===== config.mk =====
export PLATFORM = sky130hd
export DESIGN_NAME = kws_stop_release
export DESIGN_NICKNAME = d
export VERILOG_FILES = /design/src/verilog/kws_pkg.sv /design/src/verilog/kws_sync.sv /design/src/verilog/kws_warmup.sv /design/src/verilog/kws_stop_release.sv
export SDC_FILE = /design/constraint.sdc
export NUM_CORES = 1
export LEC_CHECK = 0
export BUFFER_PORTS_ARGS = -buffer_cell sky130_fd_sc_hd__buf_2
export CORE_MARGIN = 4
export CORE_UTILIZATION = 40
export CTS_CLUSTER_DIAMETER = 120
export DETAILED_ROUTE_END_ITERATION = 16
export GPL_TIMING_DRIVEN = 0
export PLACE_DENSITY = 0.69
export SETUP_SLACK_MARGIN = 0.05
export SLEW_MARGIN = 0
export SYNTH_ARGS = -nofsm -noshare
export SYNTH_HDL_FRONTEND = slang
export SYNTH_HIERARCHICAL = 1
export SYNTH_SLANG_ARGS = --single-unit

===== constraint.sdc =====
create_clock -name clk -period 3.2 [get_ports clk]
set_input_delay 0.32 -clock clk [delete_from_list [all_inputs] [get_ports clk]]
set_output_delay 0.32 -clock clk [all_outputs]
set_load 0.01 [all_outputs]

===== src/verilog/kws_pkg.sv =====
package kws_pkg;

	// ----------------------------------------------------------------
	// register map
	// ----------------------------------------------------------------
	localparam logic [7:0] KWS_ENABLE_ADDR = 8'h31;
	localparam logic [7:0] KWS_STATUS_ADDR = 8'h32;

	// ----------------------------------------------------------------
	// enable register layout and reset
	// ----------------------------------------------------------------
	localparam int         KWS_KEY_COUNT  = 4;
	localparam int         KWS_EN_LSB     = 4;
	localparam int         KWS_EN_MSB     = 7;
	localparam logic [3:0] KWS_EN_RESET   = 4'h0;

	// ----------------------------------------------------------------
	// status register layout
	// ----------------------------------------------------------------
	localparam int KWS_ST_STOP_BIT = 0;
	localparam int KWS_ST_WARM_BIT = 1;
	localparam int KWS_ST_WAKE_BIT = 2;
	localparam int KWS_ST_EXIT_BIT = 3;
	localparam int KWS_ST_KEY_LSB  = 4;
	localparam int KWS_ST_KEY_MSB  = 7;

	// ----------------------------------------------------------------
	// pin idle levels held in the synchronisers at reset
	// ----------------------------------------------------------------
	localparam logic [3:0] KWS_KEY_IDLE  = 4'hF;
	localparam logic [0:0] KWS_EXIT_IDLE = 1'h0;

	// ----------------------------------------------------------------
	// timing
	// ----------------------------------------------------------------
	localparam int KWS_CLK_NS      = 50;
	localparam int KWS_WARM_US     = 100;
	localparam int KWS_WARM_CYCLES = (KWS_WARM_US * 1000 + KWS_CLK_NS - 1) / KWS_CLK_NS;

	// ----------------------------------------------------------------
	// types
	// ----------------------------------------------------------------
	typedef enum logic [1:0] {
		KWS_RUN  = 2'h0,
		KWS_STOP = 2'h1,
		KWS_WARM = 2'h3
	} kws_state_type;

	typedef struct packed {
		logic [7:0] addr;
		logic [7:0] wrData;
		logic       wr;
		logic       rd;
	} kws_bus_type;

endpackage : kws_pkg


===== src/verilog/kws_sync.sv =====
`timescale 1ns/10ps
module kws_sync #(
	parameter int               WIDTH     = 1,
	parameter logic [WIDTH-1:0] RESET_VAL = '0
) (
	// clock and reset
	input  wire logic             clk,
	input  wire logic             rst_b,
	// pins in, synchronised out
	input  wire logic [WIDTH-1:0] asyncIn,
	output logic      [WIDTH-1:0] syncOut
);

	genvar gi;
	generate
		for (gi = 0; gi < WIDTH; gi++) begin : g_bit
			logic stage1_q;
			logic stage1_d;
			logic stage2_q;
			logic stage2_d;

			always_comb begin
				stage1_d = asyncIn[gi];
				stage2_d = stage1_q;
			end

			always_ff @(posedge clk or negedge rst_b) begin
				if (!rst_b) begin
					stage1_q <= RESET_VAL[gi];
					stage2_q <= RESET_VAL[gi];
				end else begin
					stage1_q <= stage1_d;
					stage2_q <= stage2_d;
				end
			end

			assign syncOut[gi] = stage2_q;
		end
	endgenerate

endmodule : kws_sync


===== src/verilog/kws_warmup.sv =====
`timescale 1ns/10ps
module kws_warmup #(
	parameter int CYCLES = kws_pkg::KWS_WARM_CYCLES
) (
	// clock and reset
	input  wire logic clk,
	input  wire logic rst_b,
	// control
	input  wire logic start,
	output logic      busy,
	output logic      done
);

	localparam int CNT_W = $clog2(CYCLES + 1);

	logic [CNT_W-1:0] count_q;
	logic [CNT_W-1:0] count_d;
	logic             busy_q;
	logic             busy_d;
	logic             done_q;
	logic             done_d;

	// busy for exactly CYCLES cycles, then one done pulse
	always_comb begin
		count_d = count_q;
		busy_d  = busy_q;
		done_d  = 1'b0;
		if (start) begin
			count_d = CNT_W'(CYCLES - 1);
			busy_d  = 1'b1;
		end else if (busy_q) begin
			if (count_q == '0) begin
				busy_d = 1'b0;
				done_d = 1'b1;
			end else begin
				count_d = count_q - CNT_W'(1);
			end
		end
	end

	always_ff @(posedge clk or negedge rst_b) begin
		if (!rst_b) begin
			count_q <= '0;
			busy_q  <= 1'b0;
			done_q  <= 1'b0;
		end else begin
			count_q <= count_d;
			busy_q  <= busy_d;
			done_q  <= done_d;
		end
	end

	assign busy = busy_q;
	assign done = done_q;

endmodule : kws_warmup


===== src/verilog/kws_stop_release.sv =====
`timescale 1ns/10ps
// Overview of operation
// - write-only enable register at 0x31, one enable bit per key input
// - bit7 key five, bit6 four, bit5 three, bit4 two; bits 3..0 unused
// - low level on an enabled key input ends stop mode
// - standby-exit pin also ends stop mode
// - stop request with wake already present goes straight to warm-up
// - exit pin has no enable; it always releases stop
module kws_stop_release #(
	parameter int WARM_CYCLES = kws_pkg::KWS_WARM_CYCLES
) (
	// clock and reset
	input  wire logic                 clk,
	input  wire logic                 rst_b,
	// register port
	input  wire kws_pkg::kws_bus_type bus,
	output logic [7:0]                regRdData,
	// system control side
	input  wire logic                 stopReq,
	input  wire logic                 releaseModeSelect,
	// wake pins
	input  wire logic [3:0]           keyWakeIn,
	input  wire logic                 exitPin,
	// power state
	output logic                      stopActive,
	output logic                      warmUpActive,
	output logic                      wakeRequest,
	output logic                      releaseDone
);

	// ----------------------------------------------------------------
	// pin synchronisers
	// ----------------------------------------------------------------
	logic [3:0] keySync;
	logic [0:0] exitSync;

	kws_sync #(
		.WIDTH     (4),
		.RESET_VAL (kws_pkg::KWS_KEY_IDLE)
	) u_key_sync (
		.clk     (clk),
		.rst_b   (rst_b),
		.asyncIn (keyWakeIn),
		.syncOut (keySync)
	);

	kws_sync #(
		.WIDTH     (1),
		.RESET_VAL (kws_pkg::KWS_EXIT_IDLE)
	) u_exit_sync (
		.clk     (clk),
		.rst_b   (rst_b),
		.asyncIn (exitPin),
		.syncOut (exitSync)
	);

	// ----------------------------------------------------------------
	// registers
	// ----------------------------------------------------------------
	logic [3:0] enable_q;
	logic [3:0] enable_d;
	logic [7:0] rdData_q;
	logic [7:0] rdData_d;
	logic [7:0] statusWord;

	kws_pkg::kws_state_type state_q;
	kws_pkg::kws_state_type state_d;
	logic                   exitPrev_q;
	logic                   wakeReq_q;
	logic                   stop_q;
	logic                   stop_d;

	logic       keyWake;
	logic       exitLevel;
	logic       exitEdge;
	logic       wakeNow;
	logic       warmStart;
	logic       warmBusy;
	logic       warmDone;

	// status word; key levels let software check them before stop
	always_comb begin
		statusWord = 8'h00;
		statusWord[kws_pkg::KWS_ST_STOP_BIT] = stop_q;
		statusWord[kws_pkg::KWS_ST_WARM_BIT] = warmBusy;
		statusWord[kws_pkg::KWS_ST_WAKE_BIT] = wakeReq_q;
		statusWord[kws_pkg::KWS_ST_EXIT_BIT] = exitSync[0];
		statusWord[kws_pkg::KWS_ST_KEY_MSB:kws_pkg::KWS_ST_KEY_LSB] = keySync;
	end

	always_comb begin
		enable_d = enable_q;
		rdData_d = 8'h00;
		if (bus.wr && bus.addr == kws_pkg::KWS_ENABLE_ADDR) begin
			enable_d = bus.wrData[kws_pkg::KWS_EN_MSB:kws_pkg::KWS_EN_LSB];
		end
		if (bus.rd && bus.addr == kws_pkg::KWS_STATUS_ADDR) begin
			rdData_d = statusWord;
		end
		// enable register is write-only and reads as zero
	end

	always_ff @(posedge clk or negedge rst_b) begin
		if (!rst_b) begin
			enable_q <= kws_pkg::KWS_EN_RESET;
			rdData_q <= 8'h00;
		end else begin
			enable_q <= enable_d;
			rdData_q <= rdData_d;
		end
	end

	// ----------------------------------------------------------------
	// wake detection
	// ----------------------------------------------------------------
	always_comb begin
		keyWake   = |(~keySync & enable_q);
		exitLevel = exitSync[0];
		exitEdge  = exitSync[0] & ~exitPrev_q;
		wakeNow   = keyWake | exitLevel;
	end

	// ----------------------------------------------------------------
	// stop / warm-up sequencer
	// ----------------------------------------------------------------
	always_comb begin
		state_d   = state_q;
		warmStart = 1'b0;
		case (state_q)
			kws_pkg::KWS_RUN: begin
				if (stopReq) begin
					if (wakeNow) begin
						state_d   = kws_pkg::KWS_WARM;
						warmStart = 1'b1;
					end else begin
						state_d = kws_pkg::KWS_STOP;
					end
				end
			end
			kws_pkg::KWS_STOP: begin
				// level mode: exit high releases; edge mode: exit rising edge
				if (keyWake || (releaseModeSelect ? exitLevel : exitEdge)) begin
					state_d   = kws_pkg::KWS_WARM;
					warmStart = 1'b1;
				end
			end
			kws_pkg::KWS_WARM: begin
				if (warmDone) begin
					state_d = kws_pkg::KWS_RUN;
				end
			end
			default: begin
				state_d = kws_pkg::KWS_RUN;
			end
		endcase
		stop_d = (state_d == kws_pkg::KWS_STOP);
	end

	always_ff @(posedge clk or negedge rst_b) begin
		if (!rst_b) begin
			state_q    <= kws_pkg::KWS_RUN;
			exitPrev_q <= 1'b0;
			wakeReq_q  <= 1'b0;
			stop_q     <= 1'b0;
		end else begin
			state_q    <= state_d;
			exitPrev_q <= exitSync[0];
			wakeReq_q  <= wakeNow;
			stop_q     <= stop_d;
		end
	end

	kws_warmup #(
		.CYCLES (WARM_CYCLES)
	) u_warmup (
		.clk   (clk),
		.rst_b (rst_b),
		.start (warmStart),
		.busy  (warmBusy),
		.done  (warmDone)
	);

	// ----------------------------------------------------------------
	// outputs
	// ----------------------------------------------------------------
	assign regRdData    = rdData_q;
	assign stopActive   = stop_q;
	assign warmUpActive = warmBusy;
	assign wakeRequest  = wakeReq_q;
	assign releaseDone  = warmDone;

	// ----------------------------------------------------------------
	// warm-up length tracking for the checks
	// ----------------------------------------------------------------
	// counts sampled busy cycles; holds the full length while done pulses
	localparam int SEEN_W = $clog2(WARM_CYCLES + 2);

	logic [SEEN_W-1:0] warmSeen_q;
	logic [SEEN_W-1:0] warmSeen_d;

	always_comb begin
		warmSeen_d = '0;
		if (warmBusy) begin
			warmSeen_d = warmSeen_q + SEEN_W'(1);
		end
	end

	always_ff @(posedge clk or negedge rst_b) begin
		if (!rst_b) begin
			warmSeen_q <= '0;
		end else begin
			warmSeen_q <= warmSeen_d;
		end
	end
endmodule : kws_stop_release


==> results.sh <==
export IMPL_r2r_end="u_warmup/count_q[5]"
export IMPL_synthXorXnorAreaFrac_pct=0.5143
export IMPL_path_delay_family="simple AND/OR/NAND/NOR gates"
export IMPL_reg2reg_slack_ps=350
export IMPL_worst_hold_path_endpoint="u_key_sync/g_bit[1].stage1_q"
export IMPL_ys_flop_type="dfrtp_1"
export IMPL_grt_pass1_vias=1136
export IMPL_period_minus_slack_ps=2854
export IMPL_synth_common_cells="dfrtp_1, and2_1, dfstp_2, nor2_1, nor2b_1"
export IMPL_cp_startpoint="u_key_sync/g_bit[3].stage2_q"
export IMPL_worst_pin_slew_ps=839.9
export IMPL_num_io_pins=39
export IMPL_synth_top_family_by_area="simple AND/OR/NAND/NOR gates"
export IMPL_syn_cell_area_um2=1703
export IMPL_rsz0062_at_grt="false"
export IMPL_cts_tree="yes"
export IMPL_synthAdderAreaFrac_pct=0.7348
export IMPL_drc_errors=0
export IMPL_path_clk_slew_ps=70
export IMPL_antennaDiodeCount=0
export IMPL_fill_cells=347
export IMPL_io_buffer_count=34
export IMPL_synthToLayoutAreaGrowth_pct=20.65
export IMPL_place_congestion=0.8187
export IMPL_die_h_um=73.25
export IMPL_reg2reg_from="u_key_sync/g_bit[3].stage2_q"
export IMPL_p_leak_nw=0.9695
export IMPL_cap_violations=0
export IMPL_synthTopCellsByArea="dfrtp_1, dfstp_2, and2_1"
export IMPL_grt_antenna_before_repair=0
export IMPL_design_area_um2=2054
export IMPL_skew_ps=5.630
export IMPL_overflow=0
export IMPL_clock_path_buffers=2
export IMPL_hold_depth=1
export IMPL_vias=1112
export IMPL_critical_path_max_fanout=7
export IMPL_ys_seq_area_share_pct=59.37
export IMPL_dieWidth_um=73.25
export IMPL_outcome="finished, final reports clean"
export IMPL_setup_viol=0
export IMPL_arrival_ps=3030
export IMPL_powerDensity_nw_per_um2=663.8
export IMPL_min_delay_start="keyWakeIn[1]"
export IMPL_setup_tns_ps=0
export IMPL_grt_pass1_wl_um=5112
export IMPL_grt_usage_pct=12.57
export IMPL_htree_levels=2
export IMPL_grt_max_degree=41
export IMPL_wl_um=3035
export IMPL_synthMostInstantiatedCell="dfrtp_1"
export IMPL_syn_nets=162
export IMPL_layout_setup_ws_ps=345.6
export IMPL_synth_compound_area_share_pct=8.009
export IMPL_utilization_pct=50.63
export IMPL_async_reset_ff_share_pct=100.0
export IMPL_fp_coreArea_um2=4058
export IMPL_avgViaCountPerCell=4.920
export IMPL_ys_warn_count=6
export IMPL_yosysTopAreaCell="dfrtp_1"
export IMPL_max_freq_mhz=350.3
export IMPL_fin_nets=203
export IMPL_max_slew_margin_pct=44.01
export IMPL_endpoint_kind="register"
export IMPL_wl_per_cell_um=13.43
export IMPL_slew_violations=0
export IMPL_holdCritPathClass="in -> reg"
export IMPL_cts_sinks=40
export IMPL_crit_chain="buf_4 > nor2b_1 > o41ai_2 > nand2_1 > or2_2 > or4_4 > buf_6 > nand4_1 > mux2_1"
export IMPL_path_class="reg -> reg"
export IMPL_peakVddDrop_mv=0.3631
export IMPL_cp_num_buf_inv=2
export IMPL_die_area_um2=5365
export IMPL_synth_seq_cells=40
export IMPL_numCtsBuffers=5
export IMPL_period_share_pct=89.20
export IMPL_start_kind="register"
export IMPL_row_count=23
export IMPL_finalHoldViolCount=0
export IMPL_place_area_um2=1936
export IMPL_dp_hpwl_um=2320
export IMPL_cp_slowest_cell="dfstp_2"
export IMPL_root_buffer="clkbuf_8"
export IMPL_synth_top_area_share_pct=47.02
export IMPL_r2r_cells=9
export IMPL_clock_latency_ps=290
export IMPL_synthSimpleGateAreaFrac_pct=21.45
export IMPL_dpl_worst_slack_ps=263.6
export IMPL_critPathMaxStageDelay_ps=530
export IMPL_drtPass1Iterations=4
export IMPL_cp_required_ps=3370
export IMPL_initial_core_util_pct=41.97
export IMPL_layout_drive_gt1_share_pct=42.05
export IMPL_drt_iter0_drc=46
export IMPL_synth_edf_count=0
export IMPL_synth_cell_types=43
export IMPL_syn_avg_cell_area_um2=12.71
export IMPL_synthMuxAreaShare_pct=5.952
export IMPL_antenna_left=0
export IMPL_syn_inst=134
## layer usage
layer  wire length, um  GRT usage [%]  vias up
li1                  -              -      549
met1              1304          14.56      540
met2              1516          21.05       19
met3               171          4.959        4
met4                43          4.303        0
met5                 0              0        -
## worst reg2reg max path, cell delays in order, from the launching register on
cell and delay [ps]:
dfstp_2 530, buf_4 100, nor2b_1 50, o41ai_2 370
nand2_1 250, or2_2 390, or4_4 490, buf_6 150
nand4_1 90, mux2_1 320
## layout by cell type (no fill, tap or decap), types with 2 or more instances in the layout
cell type and count:
a21o_1 3, a31o_1 2, and2_1 10, buf_2 34
buf_4 5, clkbuf_1 2, clkbuf_8 5, dfrtp_1 32
dfstp_2 8, inv_1 3, mux2_4 4, mux2i_1 3
nand2_1 3, nand2b_1 3, nand3_1 3, nand3b_1 2
nand4_1 4, nor2_1 8, nor2b_1 7, nor3_1 2
nor4_1 3, o41ai_2 2, or2_2 2, or4_4 3
## worst max path at each step
stage	end	slack (ps)	cells past startpoint
floorplan	u_warmup/count_q[5]	500	9
global placement	u_warmup/count_q[5]	280	9
detailed placement	u_warmup/count_q[5]	260	9
CTS	u_warmup/count_q[5]	250	9
global route	u_warmup/count_q[5]	200	9
finish	u_warmup/count_q[5]	350	9
## logic make-up (layout without fill, tap and decap cells)
family,count (synthesis),in the layout
multiplexers,8,8
buffers and inverters,11,53
XOR/XNOR,1,1
flip-flops,40,40
AO/OA/AOI/OAI,15,15
adder cells (fa/ha/maj),1,1
AND/OR/NAND/NOR,58,58
## registers in the layout, summed over array words and instances (netlist names)
name and count:
wakeRequest 1, regRdData 8, exitPrev_q 1, stopActive 1
u_key_sync/g_bit.stage1_q 4, u_warmup/done 1, u_key_sync/g_bit.stage2_q 4, enable_q 4
u_exit_sync/syncOut 1, u_warmup/count_q 11, u_warmup/busy 1, u_exit_sync/g_bit.stage1_q 1
state_q 2
## timing repair
| item | in CTS | in global routing |
|---|---|---|
| hold buffers | 0 | 0 |
| setup endpoints to repair | 0 | 1 |
| setup buffers | 0 | 0 |
| gates resized for setup | 0 | 1 |
## metrics by stage
| step | cells | hold WS [ps] | total power [mW] |
|---|---|---|---|
| 6_report | 226 | 124.1 | 1.364 |
| 5_1_grt | 226 | 104.0 | 1.456 |
| 4_1_cts | 226 | 118.3 | 1.375 |
| 3_5_place_dp | 218 | 340.3 | 0.9720 |
| 3_3_place_gp | 218 | 333.0 | 0.9481 |
| 2_1_floorplan | 134 | 24.41 | 0.8782 |
## area by class of cell
cell class | instances | area (um2) | share of cell area, %
Buffer | 8 | 56.30 | 2.741
Clock buffer | 5 | 68.82 | 3.350
Clock inverter | 3 | 42.54 | 2.071
Inverter | 3 | 11.26 | 0.5481
Multi-Input combinational cell | 83 | 631.9 | 30.76
Sequential cell | 40 | 1011 | 49.21
Tap cell | 50 | 62.56 | 3.045
Timing Repair Buffer | 34 | 170.2 | 8.283
## power by group
part	total, mW	leakage, nW	internal [mW]	switching [mW]
clock network	0.402	0.0541	0.231	0.171
registers	0.650	0.470	0.588	0.0618
logic	0.312	0.445	0.157	0.155
(Power assumes the default switching activity.)
